### config.mk
export PLATFORM = sky130hd
export DESIGN_NAME = cpps_regs
export DESIGN_NICKNAME = d
export VERILOG_FILES = /design/src/cpps_pkg.sv /design/src/cpps_regs.sv
export SDC_FILE = /design/constraint.sdc
export NUM_CORES = 1
export LEC_CHECK = 0
export BUFFER_PORTS_ARGS = -buffer_cell sky130_fd_sc_hd__buf_4
export CORE_AREA = 2 2 73 127
export CTS_BUF_LIST = sky130_fd_sc_hd__clkbuf_16
export DETAILED_ROUTE_END_ITERATION = 12
export DIE_AREA = 0 0 75 129
export GPL_ROUTABILITY_DRIVEN = 0
export HOLD_SLACK_MARGIN = 0.15
export PLACE_DENSITY_LB_ADDON = 0.2
export SLEW_MARGIN = 40
export SYNTH_ARGS = -nofsm -noshare
export SYNTH_HDL_FRONTEND = slang
export SYNTH_SLANG_ARGS = --single-unit
### constraint.sdc
create_clock -name clk -period 3.9 [get_ports clk]
set_clock_uncertainty 0.15 [all_clocks]
set_input_delay 0.195 -clock clk [delete_from_list [all_inputs] [get_ports clk]]
set_output_delay 0.195 -clock clk [all_outputs]
set_load 0.02 [all_outputs]
### src/cpps_pkg.sv
// Purpose: Shared constants and carrier types for the core pointer and power register bank.
// Assumes: Byte-wide registers on an 8-bit address, single clock, synchronous reset.
// Notes: Offsets are register addresses; the auxiliary control offset is a local choice.
`default_nettype none
package cpps_pkg;
    // Register addresses.
    localparam logic [7:0] ADDR_PORT0 = 8'h80;
    localparam logic [7:0] ADDR_SP = 8'h81;
    localparam logic [7:0] ADDR_DPL = 8'h82;
    localparam logic [7:0] ADDR_DPH = 8'h83;
    localparam logic [7:0] ADDR_RELOAD = 8'h86;
    localparam logic [7:0] ADDR_POWER_CONTROL = 8'h87;
    localparam logic [7:0] ADDR_AUX1 = 8'hA2;
    // Reset values.
    localparam logic [7:0] RST_PORT0 = 8'hFF;
    localparam logic [7:0] RST_SP = 8'h07;
    localparam logic [7:0] RST_DP = 8'h00;
    localparam logic [7:0] RST_RELOAD = 8'h00;
    localparam logic [7:0] RST_AUX1 = 8'h00;
    // Power control and auxiliary control field positions.
    localparam int PC_BAUD = 7;
    localparam int PC_FEAS = 6;
    localparam int PC_RSVD = 5;
    localparam int PC_POF = 4;
    localparam int PC_GF1 = 3;
    localparam int PC_GF0 = 2;
    localparam int PC_PD = 1;
    localparam int PC_IDL = 0;
    localparam int AUX_DPS = 0;
    // Register bus request.
    typedef struct packed {
        logic [7:0] addr;
        logic [7:0] wdata;
        logic wr;
        logic rd;
    } cpps_req_t;
    // Low-power state of the core.
    typedef enum logic [1:0] {PM_RUN, PM_IDLE, PM_DOWN} cpps_pm_t;
endpackage
`default_nettype wire

### src/cpps_regs.sv
// Purpose: Core pointer, stack and power control register bank.
// Assumes: One 200 MHz clock; rst_n is synchronous; por_n marks a power-on reset.
// Notes: Read data appear in the cycle after the read strobe and only there.
`timescale 1ns/1ps
`default_nettype none
module cpps_regs
(
    input wire logic clk,
    input wire logic rst_n,
    input wire logic por_n,
    input wire cpps_pkg::cpps_req_t req,
    input wire logic push_req,
    input wire logic [7:0] push_data,
    input wire logic wake_irq,
    input wire logic [1:0] serial_mode,
    input wire logic t1_baud_src,
    output logic [7:0] rdata,
    output logic [7:0] port_zero_latch,
    output logic [15:0] active_pointer,
    output logic stack_we,
    output logic [7:0] stack_addr,
    output logic [7:0] stack_wdata,
    output logic baud_double_en,
    output logic serial_bit7_is_fe,
    output logic cpu_clk_stop,
    output logic periph_clk_stop
);
    logic [7:0] p0_q;
    logic [7:0] sp_q;
    logic [7:0] dpl_q [2];
    logic [7:0] dph_q [2];
    logic [7:0] reload_q;
    logic [7:0] aux_q;
    logic baud_q, feas_q, pof_q, gf1_q, gf0_q, pd_q, idl_q;
    logic por_q;
    logic pushing_q;
    logic [7:0] push_data_q;
    logic pointer_select;
    logic [7:0] power_control_view;
    cpps_pkg::cpps_pm_t pm_q;

    // Write hit decode used by every process that takes a bus write.
    function automatic logic hit(input cpps_pkg::cpps_req_t r, input logic [7:0] a);
        hit = r.wr && (r.addr == a);
    endfunction

    assign pointer_select = aux_q[cpps_pkg::AUX_DPS];
    // Power control as read back; bit 5 always zero.
    assign power_control_view = {baud_q, feas_q, 1'b0, pof_q, gf1_q, gf0_q, pd_q, idl_q};

    // Port zero latch.
    always_ff @(posedge clk)
    begin
        if (!rst_n)
            p0_q <= cpps_pkg::RST_PORT0;
        else if (hit(req, cpps_pkg::ADDR_PORT0))
            p0_q <= req.wdata;
    end

    // Stack pointer increments first; the write follows one cycle later at the new address.
    always_ff @(posedge clk)
    begin
        if (!rst_n)
        begin
            sp_q <= cpps_pkg::RST_SP;
            pushing_q <= 1'b0;
            push_data_q <= 8'h00;
        end
        else
        begin
            pushing_q <= push_req;
            push_data_q <= push_data;
            if (push_req)
                sp_q <= sp_q + 8'h01;
            else if (hit(req, cpps_pkg::ADDR_SP))
                sp_q <= req.wdata;
        end
    end

    // Stack write strobe issued after the increment has landed.
    always_ff @(posedge clk)
    begin
        if (!rst_n)
        begin
            stack_we <= 1'b0;
            stack_addr <= 8'h00;
            stack_wdata <= 8'h00;
        end
        else
        begin
            stack_we <= pushing_q;
            stack_addr <= sp_q;
            stack_wdata <= push_data_q;
        end
    end

    // Two data pointers; the selected one is reached through the pointer byte addresses.
    generate
        for (genvar i = 0; i < 2; i++)
        begin : g_dp
            always_ff @(posedge clk)
            begin
                if (!rst_n)
                begin
                    dpl_q[i] <= cpps_pkg::RST_DP;
                    dph_q[i] <= cpps_pkg::RST_DP;
                end
                else if (pointer_select == 1'(i))
                begin
                    if (hit(req, cpps_pkg::ADDR_DPL))
                        dpl_q[i] <= req.wdata;
                    if (hit(req, cpps_pkg::ADDR_DPH))
                        dph_q[i] <= req.wdata;
                end
            end
        end
    endgenerate

    // Reload byte and auxiliary control.
    always_ff @(posedge clk)
    begin
        if (!rst_n)
        begin
            reload_q <= cpps_pkg::RST_RELOAD;
            aux_q <= cpps_pkg::RST_AUX1;
        end
        else
        begin
            if (hit(req, cpps_pkg::ADDR_RELOAD))
                reload_q <= req.wdata;
            if (hit(req, cpps_pkg::ADDR_AUX1))
                aux_q <= {7'h00, req.wdata[cpps_pkg::AUX_DPS]};
        end
    end

    // Power-on flag: set by power-on reset, untouched by system reset.
    always_ff @(posedge clk)
    begin
        por_q <= !por_n;
        if (por_q)
            pof_q <= 1'b1;
        else if (hit(req, cpps_pkg::ADDR_POWER_CONTROL))
            pof_q <= req.wdata[cpps_pkg::PC_POF];
    end

    // Plain software bits of power control.
    always_ff @(posedge clk)
    begin
        if (!rst_n)
        begin
            baud_q <= 1'b0;
            feas_q <= 1'b0;
            gf1_q <= 1'b0;
            gf0_q <= 1'b0;
        end
        else if (hit(req, cpps_pkg::ADDR_POWER_CONTROL))
        begin
            baud_q <= req.wdata[cpps_pkg::PC_BAUD];
            feas_q <= req.wdata[cpps_pkg::PC_FEAS];
            gf1_q <= req.wdata[cpps_pkg::PC_GF1];
            gf0_q <= req.wdata[cpps_pkg::PC_GF0];
        end
    end

    // Low-power requests; power-down wins over idle, a wake interrupt clears both.
    always_ff @(posedge clk)
    begin
        if (!rst_n)
        begin
            pd_q <= 1'b0;
            idl_q <= 1'b0;
            pm_q <= cpps_pkg::PM_RUN;
        end
        else
        begin
            case (pm_q)
                cpps_pkg::PM_RUN:
                begin
                    if (hit(req, cpps_pkg::ADDR_POWER_CONTROL))
                    begin
                        pd_q <= req.wdata[cpps_pkg::PC_PD];
                        idl_q <= req.wdata[cpps_pkg::PC_IDL];
                        if (req.wdata[cpps_pkg::PC_PD])
                            pm_q <= cpps_pkg::PM_DOWN;
                        else if (req.wdata[cpps_pkg::PC_IDL])
                            pm_q <= cpps_pkg::PM_IDLE;
                    end
                end
                cpps_pkg::PM_IDLE:
                begin
                    if (wake_irq)
                    begin
                        idl_q <= 1'b0;
                        pm_q <= cpps_pkg::PM_RUN;
                    end
                end
                cpps_pkg::PM_DOWN:
                begin
                    if (wake_irq)
                    begin
                        pd_q <= 1'b0;
                        idl_q <= 1'b0;
                        pm_q <= cpps_pkg::PM_RUN;
                    end
                end
                default:
                    pm_q <= cpps_pkg::PM_RUN;
            endcase
        end
    end

    // Registered outputs toward the core and serial port.
    always_ff @(posedge clk)
    begin
        if (!rst_n)
        begin
            port_zero_latch <= cpps_pkg::RST_PORT0;
            active_pointer <= 16'h0000;
            baud_double_en <= 1'b0;
            serial_bit7_is_fe <= 1'b0;
            cpu_clk_stop <= 1'b0;
            periph_clk_stop <= 1'b0;
        end
        else
        begin
            port_zero_latch <= p0_q;
            active_pointer <= {dph_q[pointer_select], dpl_q[pointer_select]};
            baud_double_en <= baud_q && ((serial_mode == 2'd2) ||
                ((serial_mode[0]) && t1_baud_src));
            serial_bit7_is_fe <= feas_q;
            cpu_clk_stop <= (pm_q != cpps_pkg::PM_RUN);
            periph_clk_stop <= (pm_q == cpps_pkg::PM_DOWN);
        end
    end

    // Read data one cycle after the strobe; unmapped addresses read zero.
    always_ff @(posedge clk)
    begin
        if (!rst_n)
            rdata <= 8'h00;
        else if (req.rd)
        begin
            case (req.addr)
                cpps_pkg::ADDR_PORT0: rdata <= p0_q;
                cpps_pkg::ADDR_SP: rdata <= sp_q;
                cpps_pkg::ADDR_DPL: rdata <= dpl_q[pointer_select];
                cpps_pkg::ADDR_DPH: rdata <= dph_q[pointer_select];
                cpps_pkg::ADDR_RELOAD: rdata <= reload_q;
                cpps_pkg::ADDR_POWER_CONTROL: rdata <= power_control_view;
                cpps_pkg::ADDR_AUX1: rdata <= aux_q;
                default: rdata <= 8'h00;
            endcase
        end
        else
            rdata <= 8'h00;
    end
endmodule // cpps_regs
`default_nettype wire

==> results of run 1 <==
Yosys cell counts (2+ instances only):
master	count	area share, %
dfxtp_1	98	39
and2_1	56	6.9
nor2_1	45	3.3
nand2_1	40	3.0
mux2i_1	36	7.1
edfxtp_1	32	19
a21oi_1	27	2.7
o21ai_0	23	2.3
clkbuf_1	17	1.3
nand2b_1	10	1.2
nand3_1	10	0.99
a211oi_1	9	1.3
mux2_2	6	1.3
nor3_1	6	0.59
buf_1	5	0.37
inv_1	5	0.37
nor2b_1	5	0.62
and3_1	4	0.49
a31oi_1	3	0.37
buf_2	3	0.30
ha_1	3	0.74
nand4b_1	3	0.52
nor3_4	3	0.96
or2_2	3	0.37
nand3b_1	2	0.30
nand4_1	2	0.25
nor4b_4	2	0.94
o211ai_1	2	0.30
o21a_1	2	0.30
o22ai_1	2	0.25
or3_1	2	0.25
or4b_1	2	0.39
worst max-delay path: cells and delay by family:
kind	cells	cell delay (ps)
multiplexers	1	240
buffers and inverters	3	1270
AND/OR/NAND/NOR	3	1420
cells by family (layout without fill, tap and decap cells):
kind of cell,after synthesis,count (layout),synth area share (%)
flip-flops,130,130,57.61
AO/OA/AOI/OAI,74,74,8.533
multiplexers,42,42,8.434
adder cells (fa/ha/maj),3,3,0.7399
buffers and inverters,32,159,2.589
AND/OR/NAND/NOR,201,201,22.10
report_power, final:
part | total [W] | internal, W | switching (W)
Sequential | 0.00144 | 0.00142 | 0.0000163
Clock | 0.00151 | 0.000935 | 0.000571
Combinational | 0.000219 | 0.0000944 | 0.000124
Total | 0.00316 | 0.00245 | 0.000712
metrics by stage:
step | total power [W] | instances | instance area (µm²) | worst slack (ps)
6_report | 0.003161 | 726 | 6669 | 925.6
4_1_cts | 0.003172 | 726 | 6669 | 964.9
2_1_floorplan | 0.001566 | 482 | 5074 | 1427
3_3_place_gp | 0.001652 | 663 | 5787 | 1393
3_5_place_dp | 0.001658 | 663 | 5788 | 1319
5_1_grt | 0.003249 | 726 | 6669 | 829.2
sequential cells by signal, summed over array words and instances (netlist names), 2 cells and up, named ones only:
register and count:
pm_q 2, port_zero_latch 8, dpl_q 16, p0_q 8, dph_q 16, active_pointer 16, reload_q 8, stack_wdata 8
rdata 8, stack_addr 8, sp_q 8, push_data_q 8
worst max path at each step:
stage / to / slack, ps / depth (start not counted)
floorplan: dph_q[0][0] / 1430 / 5
global route: p0_q[0] / 830 / 7
CTS: p0_q[5] / 960 / 7
detailed placement: dph_q[0][6] / 1320 / 6
finish: p0_q[0] / 930 / 7
global placement: dph_q[0][7] / 1390 / 6
routing by layer:
metal	wire, µm	global-route usage (%)	vias to the layer above
met5	0	0	-
met2	6726	49.28	152
met3	633	6.186	25
met4	374	12.08	0
met1	4529	28.65	1852
li1	-	-	1897
area by class of cell:
cell class	instances	area, µm²
flip-flops and latches	130	2924
multi-input cells	320	2019
fillers	585	1946
repair buffers	121	985.9
clock buffers	17	425.4
well taps	117	146.4
clock inverters	15	145.1
inverters	6	22.52
what timing repair did:
action | CTS | global route
hold buffers | 31 | 0
gates resized for setup | 0 | 0
hold endpoints to repair | 93 | 0
setup endpoints to repair | 0 | 0
==> flow_metrics.tcl, run 1 <==
set metrics [dict create \
    grt_pass1_wl_um 19260 \
    cts_setup_buffers 0 \
    layout_commonest_cell "dfxtp_1" \
    dieHeight_um 129 \
    crit_required_ps 4040 \
    io_pins 87 \
    antenna_left 0 \
    antenna_found_initial 0 \
    dieArea_mm2 0.009675 \
    initial_core_util_pct 58.90 \
    fmax_mhz 336.2 \
    hold_end "rdata[4]" \
    postSynthCellCount 482 \
    cp.arrival_ps 3110 \
    min-delay-start "req[0]" \
    areaGrowthSynthToFinish_pct 31.44 \
    clockBufferDepth 2 \
    seq_area_frac_synth_pct 57.61 \
    critPathLaunch "req[16]" \
    cp_slowest_cell "or4b_1" \
    setup_tns_ps 0 \
    power_density_mw_per_mm2 474.0 \
    synth_flop_cell "dfxtp_1" \
    fin_crit_ps 2974 \
    overflow 0 \
    slew_violations 0 \
    cts_tree "built" \
    vias_per_cell 5.408 \
    num_rows 45 \
    relSlewSlack_pct 53.02 \
    outcome "finished, final reports clean" \
    async_reset_ff_share_pct 0 \
    tritoncts.num_buffers 17 \
    cp-start-kind "input pin" \
    finalSetupViolations 0 \
    vias 3926 \
    clock-sinks 130 \
    rsz0062_at_grt "false" \
    hold_viol 0 \
    hold_path.class "in2reg" \
    crit_top_cell "dlygate4sd3_1" \
    path_clk_slew_ps 60 \
    syn_avg_cell_area_um2 10.53 \
    postLayoutCoreUtil_pct 77.41 \
    crit_type "in2reg" \
    fin_crit_sh_pct 76.27 \
    hold_ws_ps 183.8 \
    synth_cell_type_count 46 \
    path_max_fanout 8 \
    max-vdd-ir-drop_v 0.0003515 \
    reg2reg_depth 4 \
    clockRootBuffer "clkbuf_16" \
    drt_first_pass_iters 5 \
    synth_fp_nets 519 \
    synth-edff-count 32 \
    synth_warnings 0 \
    clk_latency_ps 410 \
    layout_common_cells "dfxtp_1, buf_4, and2_1, nor2_1, nand2_1" \
    max_stage_delay_ps 780 \
    cp_cell_sequence "dlygate4sd3_1, buf_4, or4b_1, nor3_4, mux2i_1, nand2_1, dlygate4sd3_1" \
    avgRoutedWirePerCell_um 16.89 \
    grt_max_degree 61 \
    wirelength_um 12260 \
    p_leak_nw 2.620 \
    layout.nets 633 \
    critical_path.endpoint_type "register" \
    hold_depth 3 \
    syn_area_mm2 0.005074 \
    tightest_slew_ps 694.9 \
    fp.coreArea_mm2 0.008615 \
    timing.rr.end "rdata[3]" \
    io_buffers 86 \
    grt_pass1_vias 4043 \
    antenna_cells 0 \
    dr.first_iter.drc_count 303 \
    dp_hpwl_um 8085 \
    die_w_um 75 \
    route.detailed.drc 0 \
    r2r_slack_ps 1830 \
    gr-usage-all-layers_pct 27.12 \
    yosys_register_bits 130 \
    drive_gt1_share_pct 22.66 \
    maxCapViolCount 0 \
    htree_levels 4 \
]
Note: power is estimated with default switching activity, not from simulation.
==> run 2, diff against run 1 <==
--- a/config.mk
+++ b/config.mk
@@ -5,11 +5,12 @@
 export SDC_FILE = /design/constraint.sdc
 export NUM_CORES = 1
 export LEC_CHECK = 0
+export ABC_AREA = 1
 export BUFFER_PORTS_ARGS = -buffer_cell sky130_fd_sc_hd__buf_4
-export CORE_AREA = 2 2 73 127
+export CORE_AREA = 2 2 77 134
 export CTS_BUF_LIST = sky130_fd_sc_hd__clkbuf_16
 export DETAILED_ROUTE_END_ITERATION = 12
-export DIE_AREA = 0 0 75 129
+export DIE_AREA = 0 0 79 136
 export GPL_ROUTABILITY_DRIVEN = 0
 export HOLD_SLACK_MARGIN = 0.15
 export PLACE_DENSITY_LB_ADDON = 0.2
==> constraint.sdc (replaced) <==
create_clock -name clk -period 2.8 [get_ports clk]
set_clock_uncertainty 0.15 [all_clocks]
set_input_delay 0.14 -clock clk [delete_from_list [all_inputs] [get_ports clk]]
set_output_delay 0.14 -clock clk [all_outputs]
set_load 0.02 [all_outputs]
==> flow_metrics.tcl, run 2 <==
set metrics [dict create \
    slew_violations 0 \
    maxCapViolCount 0 \
    postLayoutCoreUtil_pct 70.92 \
    vias_per_cell 5.184 \
    gr-usage-all-layers_pct 26.63 \
    layout_common_cells "nand2_1, inv_1, dfxtp_1, buf_4, nand3_1" \
    reg2reg_depth 7 \
    max_stage_delay_ps 570 \
    synth_commonest_cells "nand2_1, inv_1, dfxtp_1" \
    syn_avg_cell_area_um2 8.225 \
    clk_latency_ps 410 \
    fp.coreArea_mm2 0.009729 \
    areaGrowthSynthToFinish_pct 30.47 \
    min-delay-start "req[11]" \
    clock-sinks 130 \
    cp-start-kind "input pin" \
    dieHeight_um 136 \
    io_buffers 86 \
    outcome "finished, final reports clean" \
    hold_path.class "in2reg" \
    initial_core_util_pct 54.36 \
    setup_tns_ps 0 \
    async_reset_ff_share_pct 0 \
    seq_area_frac_synth_pct 55.26 \
    dr.first_iter.drc_count 346 \
    antenna_cells 0 \
    crit_type "in2reg" \
    tightest_slew_ps 732.9 \
    synth-edff-count 32 \
    grt_max_degree 47 \
    synth_cell_type_count 28 \
    wirelength_um 13820 \
    syn_area_mm2 0.005289 \
    avgRoutedWirePerCell_um 15.34 \
    synth_most_common_cell "nand2_1" \
    yosys-top-cells-area "dfxtp_1, edfxtp_1, nand3_1" \
    synth.top_cell.area_share_pct 37.09 \
    hold_end "aux_q[0]" \
    postSynthCellCount 643 \
    crit_required_ps 2940 \
    fmax_mhz 408.0 \
    antenna_left 0 \
    r2r_slack_ps 1050 \
    reg_top3 "active_pointer (16), dph_q (16), dpl_q (16)" \
    grt_pass1_wl_um 21500 \
    fin_crit_ps 2451 \
    layout.nets 800 \
    hold_depth 5 \
    clockBufferDepth 2 \
    overflow 0 \
    rsz0062_at_grt "false" \
    clockRootBuffer "clkbuf_16" \
    die_w_um 79 \
    synth_flop_cell "dfxtp_1" \
    relSlewSlack_pct 51.08 \
    critical_path.endpoint_type "register" \
    cp.arrival_ps 2590 \
    drt_first_pass_iters 5 \
    power_density_mw_per_mm2 655.6 \
    timing.rr.end "rdata[0]" \
    path_delay_family "buffers and inverters" \
    io_pins 87 \
    layout_commonest_cell "nand2_1" \
    finalSetupViolations 0 \
    path_clk_slew_ps 50 \
    dieArea_mm2 0.01074 \
    drive_gt1_share_pct 19.20 \
    antenna_found_initial 0 \
    grt_pass1_vias 4526 \
    crit_buf_inv 4 \
    cts_setup_buffers 0 \
    path_max_fanout 32 \
    yosys_register_bits 130 \
    stdcell_count 901 \
    cp_cell_sequence "dlygate4sd3_1, buf_4, inv_1, nand2_2, nor2_8, nand3_2, o21ai_0, dlygate4sd3_1, a21oi_1" \
    dp_hpwl_um 9716 \
    vias 4671 \
    nFillCells 766 \
    num_rows 48 \
    p_leak_nw 3.235 \
    tritoncts.num_buffers 17 \
    hold_viol 0 \
    cts_tree "built" \
    synth_fp_nets 680 \
    max-vdd-ir-drop_v 0.0004606 \
    crit_top_cell "dlygate4sd3_1" \
    htree_levels 4 \
    synth_warnings 0 \
    route.detailed.drc 0 \
    cp_slowest_cell "dlygate4sd3_1" \
    yosys.area.top_type "dfxtp_1" \
    dp_cells 833 \
    fin_crit_sh_pct 87.53 \
]
-- run 2: cell types whose count changed after synthesis, moves of 35 or more --
cell,previous run,this run
nor2_1,45,80
nand2_1,40,109
mux2i_1,36,1
and2_1,56,0
nand3_1,10,86
inv_1,5,105
-- run 2: timing repair --
item / 4_1_cts / 5_1_grt
hold buffers: 36 / 0
gates resized for setup: 0 / 0
hold endpoints to repair: 90 / 0
-- run 2: where the power goes --
| group | total [W] | internal (W) | leakage (nW) | switching (W) |
|---|---|---|---|---|
| Sequential | 0.00204 | 0.00200 | 1.13 | 0.0000420 |
| Clock | 0.00201 | 0.00121 | 0.259 | 0.000800 |
| Combinational | 0.000479 | 0.000184 | 1.84 | 0.000295 |
| Total | 0.00452 | 0.00339 | 3.24 | 0.00114 |
-- run 2: routing by layer --
metal  vias up  GRT usage, %  share of wire, %
met5         -             0                 0
met4         0         18.97               6.4
met3        61         5.511               5.4
met2       206         47.41                52
met1      2126         27.06                36
li1       2278             -                 -
-- run 2: worst max path at each step --
stage	startpoint	endpoint	slack [ps]	depth (start not counted)
2_1_floorplan	rst_n	dph_q[0][0]	1340	4
3_3_place_gp	req[16]	dpl_q[0][1]	920	8
3_5_place_dp	req[15]	dpl_q[0][1]	880	8
4_1_cts	req[15]	reload_q[5]	410	9
5_1_grt	req[15]	reload_q[4]	210	9
6_report	req[15]	reload_q[4]	350	9
-- run 2: cell type report --
cell class	instances	area (µm²)	share of cell area (%)
Sequential cell	130	2923	42.36
Multi-Input combinational cell	384	1852	26.84
Timing Repair Buffer	125	1028	14.90
Clock buffer	17	425.4	6.165
Inverter	105	394.1	5.712
Tap cell	125	156.4	2.267
Clock inverter	15	121.4	1.759
-- run 2: metrics by stage --
step | total power (W) | hold slack [ps] | worst slack [ps] | area, µm²
floorplan | 0.002346 | 46.52 | 1342 | 5289
global placement | 0.002497 | 146.8 | 922.4 | 5993
detailed placement | 0.002510 | 143.4 | 876.4 | 5993
CTS | 0.004533 | 179.1 | 411.1 | 6900
global route | 0.004681 | 241.9 | 214.1 | 6900
finish | 0.004524 | 195.4 | 349.3 | 6900
-- run 2: worst min-delay path, cell delays in order --
cell	delay [ps]
buf_4	130
nand2_2	110
nor2_2	120
nand3_1	120
a21oi_1	70
-- run 2: cell families (layout without fill, tap and decap cells) --
group	after synthesis	count (layout)	synth area share, %
mux	1	1	0.1893
buf+inv	129	262	9.723
flops	130	130	55.26
compound gates	72	72	7.263
simple gates	308	308	26.85
fa+ha+maj	3	3	0.7098
